--- config.mk ---
export PLATFORM = sky130hd
export DESIGN_NAME = psq_core
export DESIGN_NICKNAME = d
export VERILOG_FILES = /design/src/psq_pkg.sv /design/src/psq_core.sv
export SDC_FILE = /design/constraint.sdc
export NUM_CORES = 1
export LEC_CHECK = 0
export BUFFER_PORTS_ARGS = -buffer_cell sky130_fd_sc_hd__buf_4
export CAP_MARGIN = 25
export CORE_AREA = 3 3 197 103
export CTS_CLUSTER_SIZE = 40
export DETAILED_ROUTE_END_ITERATION = 6
export DIE_AREA = 0 0 200 106
export PLACE_DENSITY = 0.74
export RECOVER_POWER = 25
export SETUP_SLACK_MARGIN = 0.4
export SYNTH_ARGS = -nofsm -noshare
export SYNTH_HDL_FRONTEND = slang
export SYNTH_SLANG_ARGS = --single-unit
--- constraint.sdc ---
create_clock -name mclk -period 7.85 [get_ports mclk]
set_input_delay 0.785 -clock mclk [delete_from_list [all_inputs] [get_ports mclk]]
set_output_delay 0.785 -clock mclk [all_outputs]
set_load 0.02 [all_outputs]
--- src/psq_pkg.sv ---
package psq_pkg;

  // ------------------------------------------------------------
  // sizes and vectors
  // ------------------------------------------------------------
  localparam logic [10:0] PSQ_RESET_VECTOR = 11'h000;
  localparam logic [10:0] PSQ_IRQ_VECTOR = 11'h004;
  localparam logic [10:0] PSQ_PM_RESERVED_BASE = 11'h7F0;
  localparam logic [2:0] PSQ_STACK_LEVELS = 3'h6;
  localparam logic [15:0] PSQ_NOP_WORD = 16'hF000;

  // status flag positions
  localparam int PSQ_ST_C = 0;
  localparam int PSQ_ST_AC = 1;
  localparam int PSQ_ST_Z = 2;
  localparam int PSQ_ST_OV = 3;

  // ------------------------------------------------------------
  // instruction word layout: op [15:12], alu [11:8], operand [7:0]
  // ------------------------------------------------------------
  typedef enum logic [3:0] {
    PSQ_OP_ALU_IMM = 4'h0,
    PSQ_OP_ALU_MEM = 4'h1,
    PSQ_OP_ALU_MEMW = 4'h2,
    PSQ_OP_JUMP = 4'h3,
    PSQ_OP_CALL = 4'h4,
    PSQ_OP_RET = 4'h5,
    PSQ_OP_INTERRUPT_RETURN = 4'h6,
    PSQ_OP_SKIPZ = 4'h7,
    PSQ_OP_PCL_WR = 4'h8,
    PSQ_OP_PCL_RD = 4'h9,
    PSQ_OP_TBL_SET = 4'hA,
    PSQ_OP_TBL_RD = 4'hB,
    PSQ_OP_NOP = 4'hF
  } psq_op_e;

  typedef enum logic [3:0] {
    PSQ_ALU_ADD = 4'h0,
    PSQ_ALU_ADC = 4'h1,
    PSQ_ALU_SUB = 4'h2,
    PSQ_ALU_SBC = 4'h3,
    PSQ_ALU_DAA = 4'h4,
    PSQ_ALU_AND = 4'h5,
    PSQ_ALU_OR = 4'h6,
    PSQ_ALU_XOR = 4'h7,
    PSQ_ALU_CPL = 4'h8,
    PSQ_ALU_RR = 4'h9,
    PSQ_ALU_RRC = 4'hA,
    PSQ_ALU_RL = 4'hB,
    PSQ_ALU_RLC = 4'hC,
    PSQ_ALU_INC = 4'hD,
    PSQ_ALU_DEC = 4'hE,
    PSQ_ALU_MOV = 4'hF
  } psq_alu_e;

  typedef enum logic [1:0] {
    PSQ_T1 = 2'b00,
    PSQ_T2 = 2'b01,
    PSQ_T3 = 2'b10,
    PSQ_T4 = 2'b11
  } psq_phase_e;

endpackage : psq_pkg

--- src/psq_core.sv ---
// Operation
// - four phases form one instruction cycle
// - first phase advances counter and fetches
// - fetch overlaps execute; branches cost one extra
// - counter steps by one when sequential
// - eleven-bit counter, low byte software visible
// - jumps, calls, interrupts, reset load target
// - taken skip discards prefetched word, dummy cycle
// - low-byte write jumps in page, dummy cycle
// - six-level stack, hidden from software
// - call/interrupt push, returns pop counter
// - reset empties the stack
// - full stack defers interrupt until return
// - call on full stack still executes
// - eight-bit alu updates status flags
// - add, sub, adjust, logic, rotate, step
// - 2K sixteen-bit words, top 16 reserved
// - separate table pointer addresses table data
// - reset starts execution at address zero
// - table read takes two instruction cycles
`timescale 1ns/1ps
module psq_core
  import psq_pkg::*;
#(
  parameter logic [10:0] IRQ_VECTOR = PSQ_IRQ_VECTOR
)
(
  input wire logic mclk,
  input wire logic reset_n,
  output logic [10:0] prog_addr,
  input wire logic [15:0] prog_data,
  output logic [7:0] dm_addr,
  input wire logic [7:0] dm_rdata,
  output logic [7:0] dm_wdata,
  output logic dm_we,
  input wire logic irq_req,
  output logic irq_ack,
  output logic irq_return,
  output logic [3:0] cycle_phase_clocks,
  output logic [7:0] acc,
  output logic [3:0] status,
  output logic [7:0] tblh
);

  psq_phase_e phase_ff;
  logic [3:0] phase_oh_ff;
  logic [10:0] pc_ff, prog_addr_ff, ir_addr_ff, tbl_ptr_ff;
  logic [15:0] ir_ff;
  logic ir_valid_ff, stall_ff, boot_ff;
  logic [7:0] acc_ff, tblh_ff, dm_addr_ff, dm_wdata_ff;
  logic dm_we_ff, irq_pend_ff, irq_ack_ff, irq_ret_ff;
  logic [3:0] status_ff;
  logic [10:0] stack_mem [int'(PSQ_STACK_LEVELS)];
  logic [2:0] sp_ff, depth_ff;

  // ------------------------------------------------------------
  // decode
  // ------------------------------------------------------------
  psq_op_e op;
  psq_alu_e alu_sel;
  logic t1, commit, exec, is_jmp, is_call, is_ret, is_pcl_wr, is_tbl_rd;
  logic skip_taken, flow, stack_full, irq_take, push, pop, flush, alu_upd;
  logic [7:0] operand, alu_res, pc_low_byte_reg;
  logic [3:0] alu_st;
  logic [10:0] ret_addr, stack_top, nxt_pc_branch;
  logic [2:0] sp_inc, sp_dec;
  logic reserved_fetch;

  assign op = psq_op_e'(ir_ff[15:12]);
  assign alu_sel = psq_alu_e'(ir_ff[11:8]);
  assign t1 = (phase_ff == PSQ_T1);
  assign commit = (phase_ff == PSQ_T4);
  assign exec = commit & ir_valid_ff & ~stall_ff;
  assign is_jmp = exec & (op == PSQ_OP_JUMP);
  assign is_call = exec & (op == PSQ_OP_CALL);
  assign is_ret = exec & ((op == PSQ_OP_RET) | (op == PSQ_OP_INTERRUPT_RETURN));
  assign is_pcl_wr = exec & (op == PSQ_OP_PCL_WR);
  assign is_tbl_rd = exec & (op == PSQ_OP_TBL_RD);
  assign skip_taken = exec & (op == PSQ_OP_SKIPZ) & (alu_res == 8'h00);
  assign flow = is_jmp | is_call | is_ret | is_pcl_wr | is_tbl_rd | skip_taken;
  assign stack_full = (depth_ff == PSQ_STACK_LEVELS);
  assign irq_take = exec & irq_pend_ff & ~stack_full & ~flow;
  assign push = is_call | irq_take;
  assign pop = is_ret;
  assign flush = flow & ~is_tbl_rd | irq_take;
  assign alu_upd = exec & ((op == PSQ_OP_ALU_IMM) | (op == PSQ_OP_ALU_MEM)
                           | (op == PSQ_OP_ALU_MEMW));
  assign operand = (op == PSQ_OP_ALU_IMM) ? ir_ff[7:0] : dm_rdata;
  assign ret_addr = ir_addr_ff + 11'h001;
  assign pc_low_byte_reg = ret_addr[7:0];
  assign sp_inc = (sp_ff == PSQ_STACK_LEVELS - 3'h1) ? 3'h0 : sp_ff + 3'h1;
  assign sp_dec = (sp_ff == 3'h0) ? PSQ_STACK_LEVELS - 3'h1 : sp_ff - 3'h1;
  assign stack_top = stack_mem[sp_dec];
  assign reserved_fetch = (prog_addr_ff >= PSQ_PM_RESERVED_BASE);

  // branch target, interrupt first
  assign nxt_pc_branch = irq_take ? IRQ_VECTOR :
                         (is_jmp | is_call) ? ir_ff[10:0] :
                         is_ret ? stack_top :
                         is_pcl_wr ? {ir_addr_ff[10:8], acc_ff} :
                         pc_ff;

  // ------------------------------------------------------------
  // alu
  // ------------------------------------------------------------
  logic [8:0] sum9, daa_t, daa_r;
  logic [4:0] half5;
  logic [7:0] addend;
  logic cin, is_sub;

  assign is_sub = (alu_sel == PSQ_ALU_SUB) | (alu_sel == PSQ_ALU_SBC);
  assign addend = is_sub ? ~operand : operand;
  assign cin = (alu_sel == PSQ_ALU_SUB) ? 1'b1 :
               ((alu_sel == PSQ_ALU_ADC) | (alu_sel == PSQ_ALU_SBC))
               ? status_ff[PSQ_ST_C] : 1'b0;
  assign sum9 = {1'b0, acc_ff} + {1'b0, addend} + {8'h00, cin};
  assign half5 = {1'b0, acc_ff[3:0]} + {1'b0, addend[3:0]} + {4'h0, cin};
  assign daa_t = {1'b0, acc_ff} + ((acc_ff[3:0] > 4'h9 | status_ff[PSQ_ST_AC])
                 ? 9'h006 : 9'h000);
  assign daa_r = daa_t + ((daa_t[7:4] > 4'h9 | daa_t[8] | status_ff[PSQ_ST_C])
                 ? 9'h060 : 9'h000);

  // result and new flags
  always_comb
  begin
    alu_res = operand;
    alu_st = status_ff;
    unique case (alu_sel)
      PSQ_ALU_ADD, PSQ_ALU_ADC, PSQ_ALU_SUB, PSQ_ALU_SBC:
      begin
        alu_res = sum9[7:0];
        alu_st[PSQ_ST_C] = sum9[8];
        alu_st[PSQ_ST_AC] = half5[4];
        alu_st[PSQ_ST_OV] = (acc_ff[7] == addend[7]) & (sum9[7] != acc_ff[7]);
      end
      PSQ_ALU_DAA:
      begin
        alu_res = daa_r[7:0];
        alu_st[PSQ_ST_C] = daa_r[8] | status_ff[PSQ_ST_C];
      end
      PSQ_ALU_AND: alu_res = acc_ff & operand;
      PSQ_ALU_OR: alu_res = acc_ff | operand;
      PSQ_ALU_XOR: alu_res = acc_ff ^ operand;
      PSQ_ALU_CPL: alu_res = ~operand;
      PSQ_ALU_RR: alu_res = {operand[0], operand[7:1]};
      PSQ_ALU_RRC:
      begin
        alu_res = {status_ff[PSQ_ST_C], operand[7:1]};
        alu_st[PSQ_ST_C] = operand[0];
      end
      PSQ_ALU_RL: alu_res = {operand[6:0], operand[7]};
      PSQ_ALU_RLC:
      begin
        alu_res = {operand[6:0], status_ff[PSQ_ST_C]};
        alu_st[PSQ_ST_C] = operand[7];
      end
      PSQ_ALU_INC: alu_res = operand + 8'h01;
      PSQ_ALU_DEC: alu_res = operand - 8'h01;
      PSQ_ALU_MOV: alu_res = operand;
    endcase
    alu_st[PSQ_ST_Z] = (alu_res == 8'h00);
  end

  // ------------------------------------------------------------
  // phase generator
  // ------------------------------------------------------------
  // four phases per cycle, one-hot copy to the pins
  always_ff @(posedge mclk or negedge reset_n)
  begin
    if (!reset_n)
    begin
      phase_ff <= PSQ_T1;
      phase_oh_ff <= 4'h1;
    end
    else
    begin
      phase_ff <= psq_phase_e'(phase_ff + 2'b01);
      phase_oh_ff <= {phase_oh_ff[2:0], phase_oh_ff[3]};
    end
  end

  // ------------------------------------------------------------
  // sequencer
  // ------------------------------------------------------------
  // fetch at T1, commit and prefetch latch at T4
  always_ff @(posedge mclk or negedge reset_n)
  begin
    if (!reset_n)
    begin
      pc_ff <= PSQ_RESET_VECTOR;
      prog_addr_ff <= PSQ_RESET_VECTOR;
      ir_ff <= PSQ_NOP_WORD;
      ir_addr_ff <= PSQ_RESET_VECTOR;
      ir_valid_ff <= 1'b0;
      stall_ff <= 1'b0;
      dm_addr_ff <= 8'h00;
      boot_ff <= 1'b1;
    end
    else if (t1)
    begin
      boot_ff <= 1'b0;
      dm_addr_ff <= ir_ff[7:0];
      if (stall_ff)
        prog_addr_ff <= tbl_ptr_ff;
      else
      begin
        prog_addr_ff <= pc_ff;
        pc_ff <= pc_ff + 11'h001;
      end
    end
    else if (commit)
    begin
      pc_ff <= nxt_pc_branch;
      stall_ff <= is_tbl_rd;
      if (!stall_ff)
      begin
        ir_ff <= prog_data;
        ir_addr_ff <= prog_addr_ff;
        ir_valid_ff <= ~flush & ~reserved_fetch;
      end
    end
  end

  // ------------------------------------------------------------
  // data path registers
  // ------------------------------------------------------------
  // accumulator, flags, table pointer and data memory write
  always_ff @(posedge mclk or negedge reset_n)
  begin
    if (!reset_n)
    begin
      acc_ff <= 8'h00;
      status_ff <= 4'h0;
      tbl_ptr_ff <= 11'h000;
      tblh_ff <= 8'h00;
      dm_we_ff <= 1'b0;
      dm_wdata_ff <= 8'h00;
    end
    else
    begin
      dm_we_ff <= exec & ((op == PSQ_OP_ALU_MEMW) | (op == PSQ_OP_SKIPZ));
      dm_wdata_ff <= alu_res;
      if (alu_upd)
        status_ff <= alu_st;
      if (exec & ((op == PSQ_OP_ALU_IMM) | (op == PSQ_OP_ALU_MEM)))
        acc_ff <= alu_res;
      else if (exec & (op == PSQ_OP_PCL_RD))
        acc_ff <= pc_low_byte_reg;
      else if (commit & stall_ff)
      begin
        acc_ff <= prog_data[7:0];
        tblh_ff <= prog_data[15:8];
      end
      if (exec & (op == PSQ_OP_TBL_SET))
        tbl_ptr_ff <= {ir_ff[10:8], acc_ff};
    end
  end

  // ------------------------------------------------------------
  // return stack and interrupt handshake
  // ------------------------------------------------------------
  // pointer circular on overflow, depth saturates at full
  always_ff @(posedge mclk or negedge reset_n)
  begin
    if (!reset_n)
    begin
      sp_ff <= 3'h0;
      depth_ff <= 3'h0;
      irq_pend_ff <= 1'b0;
      irq_ack_ff <= 1'b0;
      irq_ret_ff <= 1'b0;
    end
    else
    begin
      if (push)
      begin
        sp_ff <= sp_inc;
        depth_ff <= stack_full ? depth_ff : depth_ff + 3'h1;
      end
      else if (pop)
      begin
        sp_ff <= sp_dec;
        depth_ff <= (depth_ff == 3'h0) ? 3'h0 : depth_ff - 3'h1;
      end
      irq_pend_ff <= irq_req | (irq_pend_ff & ~irq_take);
      irq_ack_ff <= irq_take;
      irq_ret_ff <= exec & (op == PSQ_OP_INTERRUPT_RETURN);
    end
  end

  // stack storage, no reset needed
  always_ff @(posedge mclk)
  begin
    if (push)
      stack_mem[sp_ff] <= ret_addr;
  end

  // ------------------------------------------------------------
  // outputs
  // ------------------------------------------------------------
  assign prog_addr = prog_addr_ff;
  assign dm_addr = dm_addr_ff;
  assign dm_wdata = dm_wdata_ff;
  assign dm_we = dm_we_ff;
  assign irq_ack = irq_ack_ff;
  assign irq_return = irq_ret_ff;
  assign cycle_phase_clocks = phase_oh_ff;
  assign acc = acc_ff;
  assign status = status_ff;
  assign tblh = tblh_ff;
endmodule : psq_core

==> results of run 1 <==
-- layer usage --
| metal | up-vias | track usage, % |
|---|---|---|
| met2 | 325 | 43.2 |
| met4 | 0 | 5.47 |
| met1 | 3921 | 40.2 |
| li1 | 3563 | - |
| met3 | 36 | 4.75 |
| met5 | - | 0 |
-- power by group --
| part | switching (mW) | internal, mW |
|---|---|---|
| Combinational | 0.899 | 0.636 |
| Clock | 0.416 | 0.456 |
| Sequential | 0.253 | 1.20 |
| Total | 1.57 | 2.30 |
-- critical path: stages (launching register included) --
cell and delay [ns]:
dfrtp_1 0.62, o21ai_0 0.16, nand2b_1 0.16, ha_1 0.21, inv_1 0.06, fa_1 0.49, nor3_1 0.22, xnor2_1 0.20
nor2_1 0.08, o21ai_0 0.29, ha_1 0.26, ha_1 0.23, o22a_1 0.16, o2111ai_1 0.10, o311ai_0 0.53, a2bb2oi_2 0.27
nand4b_4 0.28, nand3_1 0.20, nor3_1 0.69, buf_4 0.30
-- worst paths after layout --
check | endpoint | depth (start not counted)
max in group asynchronous | tblh[1]$_DFFE_PN0P_ | 2
max | stack_mem[1][4]$_DFFE_PP_ | 19
min reg2reg | cycle_phase_clocks[2]$_DFF_PN0_ | 0
max reg2reg | stack_mem[1][4]$_DFFE_PP_ | 19
min | cycle_phase_clocks[2]$_DFF_PN0_ | 0
min in group asynchronous | acc[4]$_DFFE_PN0P_ | 1
-- per-stage QoR --
step	total power [mW]	setup WS (ns)	util [%]	cell area (µm²)	cells
floorplan	2.41	2.35	-	10200	917
global placement	2.95	2.40	60.1	11100	1229
detailed placement	2.98	2.14	60.1	11100	1229
CTS	3.86	2.12	63.3	11700	1261
global route	4.07	1.08	63.2	11600	1263
finish	3.86	2.05	63.2	11600	1263
-- synth_stat cells, drive strengths merged, types with 4 or more instances --
cell / instances
nor2b: 8
dfrtp: 109
dfstp: 5
o21ai: 41
o22a: 4
nand4: 7
fa: 4
ha: 44
a2bb2oi: 4
a211oi: 10
buf: 8
nand2b: 11
o22ai: 19
xor2: 12
a22o: 4
xnor2: 25
edfxtp: 66
o221ai: 8
mux2i: 38
mux2: 65
nor4: 6
a22oi: 5
nand2: 60
nand3: 31
a32oi: 4
mux4: 12
nor2: 55
and3: 14
a31oi: 8
o2111ai: 4
nor3: 13
inv: 42
o211ai: 4
a21oi: 68
clkbuf: 38
a21o: 9
-- registers in the layout (all words and copies together), names as in the netlist, 4 cells and up --
| signal | cells |
|---|---|
| acc | 8 |
| cycle_phase_clocks | 4 |
| dm_addr | 8 |
| dm_wdata | 8 |
| ir_addr_ff | 11 |
| ir_ff | 16 |
| pc_ff | 11 |
| prog_addr | 11 |
| stack_mem | 66 |
| status | 4 |
| tbl_ptr_ff | 11 |
| tblh | 8 |
-- layout make-up --
class                   instances  area, µm²  share of cell area (%)
well taps                     259        324                    2.78
repair buffers                101        722                    6.20
clock inverters                14        165                    1.42
flip-flops and latches        180       4840                    41.6
inverters                      44        165                    1.42
clock buffers                  18        429                    3.69
multi-input cells             647       5000                    42.9
-- placed cells by master (no fill, tap or decap), drive strengths merged, types with 6 or more instances in the layout --
cell	netlist	routed
nor2b	8	8
nand3	31	31
dfrtp	109	109
a31oi	8	8
mux4	12	12
nand2b	11	11
a21oi	68	68
nor2	55	55
buf	8	90
inv	42	49
clkbuf	38	29
nand4	7	7
o22ai	19	19
clkinv	2	6
xor2	12	12
nor4	6	6
nand2	60	60
ha	44	44
and3	14	14
edfxtp	66	66
o21ai	41	41
a211oi	10	10
xnor2	25	25
nor3	13	13
mux2	65	65
mux2i	38	38
o221ai	8	8
a21o	9	9
-- cell families (layout without fill, tap and decap cells) --
| logic type | count (synthesis) | after routing |
|---|---|---|
| simple gates | 225 | 225 |
| compound gates | 222 | 222 |
| flops | 180 | 180 |
| mux | 115 | 115 |
| buf+inv | 90 | 177 |
| fa+ha+maj | 48 | 48 |
| xor+xnor | 37 | 37 |
==> impl_metrics.tcl, run 1 <==
set metrics [dict create \
    final_nets 1066 \
    ys_seq_area_share_pct 47.6 \
    synthXorXnorAreaFrac_pct 3.18 \
    synth_top_family_by_area "compound AO/OA/AOI/OAI gates" \
    holdWs_ns 0.372 \
    cts.clk_slew.worst_paths_ns 0.07 \
    finalSetupTns_ns 0 \
    power_density_mw_per_mm2 332 \
    violations "max-capacitance violations, max-slew violations" \
    synth_simple_gate_area_share_pct 11.2 \
    p_leak_nw 4.81 \
    start_util_pct 55.2 \
    hold_viol_final 0 \
    postRouteAntennaNets 0 \
    cts_resized 0 \
    core_area_mm2 0.0184 \
    dr_wl_met3_mm 2.05 \
    drt-total-wl_mm 28.5 \
    hold_path_startpoint "cycle_phase_clocks[1]$_DFF_PN0_" \
    grt_overflow_total 0 \
    cts-root-buf "clkbuf_16" \
    design.portCount 81 \
    postSynth.asyncResetShare_pct 63.3 \
    die_y_um 106 \
    drt-met1-wl_mm 12.7 \
    grt_max_degree 73 \
    cp.arrival_ns 5.95 \
    vias_per_cell 6.21 \
    synth-adder-area-share_pct 6.19 \
    min_period_ns 5.80 \
    skew_ns 0.0134 \
    synth_ff_type "dfrtp_1" \
    postCtsSetupRepairBufs 0 \
    synth_area_leaders "dfrtp_1 (27%), edfxtp_1 (19%), mux2_2 (7.2%)" \
    r2r_slack_ns 2.05 \
    slew_headroom_pct -153 \
    synth_cell_types 81 \
    synthMuxAreaShare_pct 13.9 \
    highest-signal-layer "met4" \
    cts_tree "yes" \
    antenna_found_initial 0 \
    gp_congestion 0.960 \
    clock_latency_ns 0.44 \
    netlist_area_mm2 0.0102 \
    drt_iter0_markers 738 \
    synth_edf_count 66 \
    final_layout_size_suffix_gt1_share_pct 22.8 \
    cap_violations 3 \
    clk_path_buf_depth 2 \
    slew_violations 163 \
    area_growth_pct 14.4 \
    synth.top_cell.area_share_pct 26.8 \
    fp.dieArea_mm2 0.0212 \
    dp_hpwl_mm 20.6 \
    die_w_um 200 \
    vdd_drop_max_mv 0.205 \
    synthCells 917 \
    rsz0062_at_grt "no" \
    dr.pass1.iters 7 \
    antennaDiodeCount 0 \
    max_clock_freq_ghz 0.172 \
    hold_buffers 0 \
    routedWlPerCell_um 22.6 \
    drc 0 \
    synth_seq_cells 180 \
    status "finished with violations" \
    num-fill-cells 1478 \
    criticalPathCategory "register to register" \
    path_max_fanout 12 \
    first_global_vias 7594 \
    synth-compound-area-share_pct 14.5 \
    io_buffers 80 \
    worst_pin_slew_ns 3.79 \
    cp-startpoint "acc[3]$_DFFE_PN0P_" \
    yosys.area.top_type "dfrtp_1" \
    finalSetupViolCount 0 \
    yosysWarnings 0 \
    cp-start-kind "register" \
    wl_met2_mm 13.4 \
    avgSynthCellArea_um2 11.1 \
    hold_path_class "register to register" \
    required_ns 7.99 \
    grt_pass1_wl_mm 44.4 \
    num_vias 7845 \
    rows 35 \
    min_period_over_period_pct 73.9 \
    track_usage_pct 27.4 \
    htreeDepth 4 \
    reg2reg_from "acc[3]$_DFFE_PN0P_" \
    clock-sinks 180 \
    syn-num-nets 992 \
    setup.worst_path.end_class "register" \
    cts_buffers 17 \
]
No activity file was read; power rests on OpenSTA's default activity.
==> inputs of run 2 (changes only) <==
--- a/config.mk
+++ b/config.mk
@@ -11,7 +11,7 @@
 export CTS_CLUSTER_SIZE = 40
 export DETAILED_ROUTE_END_ITERATION = 6
 export DIE_AREA = 0 0 200 106
-export PLACE_DENSITY = 0.74
+export PLACE_DENSITY = 0.77
 export RECOVER_POWER = 25
 export SETUP_SLACK_MARGIN = 0.4
 export SYNTH_ARGS = -nofsm -noshare
==> constraint.sdc (replaced) <==
create_clock -name mclk -period 4.75 [get_ports mclk]
set_input_delay 0.475 -clock mclk [delete_from_list [all_inputs] [get_ports mclk]]
set_output_delay 0.475 -clock mclk [all_outputs]
set_load 0.02 [all_outputs]
==> run 2 against run 1 <==
Effect of this change:
- the flow finishes with violations (design-rule violations, max-capacitance violations, max-slew violations)
- combinational power is 89% higher
- power is 75% higher
- utilization is 3.3 points higher
- wire length is 6.6% higher
- count of clock-buffer cells in the layout is 1 lower
- clock skew hardly changed
- clock power is 69% higher
- cell area is 5.3% higher
- critical path depth is 2 higher
- critical path type unchanged
==> impl_metrics.tcl, run 2 (synthesis results as in run 1) <==
set metrics [dict create \
    largest_register "stack_mem" \
    path_delay_family "simple AND/OR/NAND/NOR gates" \
    min_period_ns 4.39 \
    status "finished with violations" \
    grt_overflow_total 0 \
    required_ns 5.08 \
    die_y_um 106 \
    criticalPathCategory "register to register" \
    largest_registers "stack_mem: 66 flops, ir_ff: 16 flops" \
    vdd_drop_max_mv 0.292 \
    min_period_over_period_pct 92.4 \
    cts_tree "yes" \
    postRouteAntennaNets 0 \
    final_layout_size_suffix_gt1_share_pct 27.7 \
    cap_violations 1 \
    violations "design-rule violations, max-capacitance violations, max-slew violations" \
    utilization_pct 66.5 \
    finalSetupTns_ns 0 \
    setup.worst_path.end_class "register" \
    layout_common_cells "buf_4 (120), dfrtp_1 (108), edfxtp_1 (66)" \
    dp_hpwl_mm 22.0 \
    skew_ns 0.0130 \
    antennaDiodeCount 0 \
    mostFrequentLayoutCell "buf_4" \
    design_power_total_mw 6.74 \
    cts-root-buf "clkbuf_16" \
    drt_iter0_markers 781 \
    antenna_found_initial 0 \
    final_nets 1111 \
    regArea_mm2 0.00484 \
    slowest_delay_ns 0.46 \
    multi_input_area_mm2 0.00520 \
    io_buffers 80 \
    gp_congestion 0.971 \
    setup_ws_ns 0.361 \
    cts_buffers 17 \
    cp-start-kind "register" \
    dr.pass1.iters 7 \
    htreeDepth 4 \
    rsz0062_at_grt "yes" \
    clk_path_buf_depth 2 \
    hold_viol_final 0 \
    slew_violations 71 \
    hold_path_class "input pin to register" \
    first_global_vias 7823 \
    instances_no_fill 1308 \
    slew_headroom_pct -160 \
    largest_register_ffs 66 \
    cts.clk_slew.worst_paths_ns 0.08 \
    max_clock_freq_ghz 0.228 \
    start_util_pct 55.2 \
    finalSetupViolCount 0 \
    clock_latency_ns 0.44 \
    drc 1 \
    dp_slack_ns 0.0855 \
    track_usage_pct 29.3 \
    clock-sinks 180 \
    path_max_fanout 4 \
    p_leak_nw 5.06 \
    hold_buffers 0 \
    crit_path_cell_trace "o21ai_1 -> nand2b_1 -> ha_2 -> inv_2 -> fa_2 -> nor3_4 -> xnor2_2 -> nor2_1 -> o21ai_2 -> ha_4 -> mux4_2 -> nor2b_2 -> o32a_1 -> a22oi_2 -> nor3_2 -> nand4b_4 -> buf_12 -> a21oi_4 -> buf_4 -> a21oi_1 -> o22a_1" \
    design.portCount 81 \
    worst_pin_slew_ns 3.91 \
    area_growth_pct 20.4 \
    power_density_mw_per_mm2 550 \
    grt_max_degree 71 \
    rows 35 \
    holdWs_ns 0.218 \
    routedWlPerCell_um 23.3 \
    fp.dieArea_mm2 0.0212 \
    num-fill-cells 1381 \
    fin_area_mm2 0.0123 \
    cp.arrival_ns 4.72 \
    drt-total-wl_mm 30.4 \
    critPathSlowestCell "mux4_2" \
    dp_cells 1256 \
    vias_per_cell 6.22 \
    core_area_mm2 0.0184 \
    num_vias 8138 \
    dpl_cell_area_mm2 0.0114 \
    grt_pass1_wl_mm 46.9 \
    die_w_um 200 \
    path_buf_inv 3 \
]
==> run 2: worst reg2reg max path, delay by kind of cell (launching register included) <==
family	cells	cell delay, ns
and+or+nand+nor	6	1.02
AOI/OAI and AO/OA	7	0.98
adders and majority gates	3	0.90
muxes	1	0.46
buffers and inverters	3	0.41
DFF	1	0.36
xor gates and xnor gates	1	0.16
==> run 2: final cells by class <==
class                      count  area share [%]
sequential                   180            39.5
timing repair buffer         146            9.13
clock buffer                  17            3.47
tap                          259            2.64
multi-input combinational    647            42.4
clock inverter                15            1.49
inverter                      44            1.35
==> run 2: timing repair <==
| item | 4_1_cts | 5_1_grt |
|---|---|---|
| pin swaps | 12 | 13 |
| endpoints found under the hold margin | 0 | 0 |
| endpoints found under the setup margin | 80 | 81 |
| buffers inserted | 14 | 6 |
| gates resized for setup | 8 | 10 |
==> run 2: path summary, 6_finish.rpt <==
path                                                 start  slack (ns)  cells past startpoint                         endpoint
min                                                irq_req        0.22                      2            irq_pend_ff$_DFF_PN0_
min in group asynchronous                          reset_n        1.38                      1            status[0]$_DFFE_PN0P_
max in group asynchronous                          reset_n        0.88                      1               acc[3]$_DFFE_PN0P_
max                                     acc[3]$_DFFE_PN0P_        0.36                     21             pc_ff[2]$_DFFE_PN0P_
max reg2reg                             acc[3]$_DFFE_PN0P_        0.36                     21             pc_ff[2]$_DFFE_PN0P_
min reg2reg                cycle_phase_clocks[3]$_DFF_PN0_        0.39                      0  cycle_phase_clocks[0]$_DFF_PN1_
==> run 2: power by group <==
part	internal, mW	switching (mW)	total (mW)	leakage (nW)
Clock	0.760	0.714	1.47	0.297
Combinational	1.20	1.70	2.91	2.82
Sequential	1.99	0.371	2.36	1.95
==> run 2: layer usage <==
metal / vias up / routed length, µm / global-route usage [%]
li1: 3661 / - / -
met4: 0 / 689 / 8.11
met2: 370 / 14300 / 45.6
met1: 4048 / 13200 / 41.5
met5: - / 0 / 0
met3: 59 / 2310 / 6.40
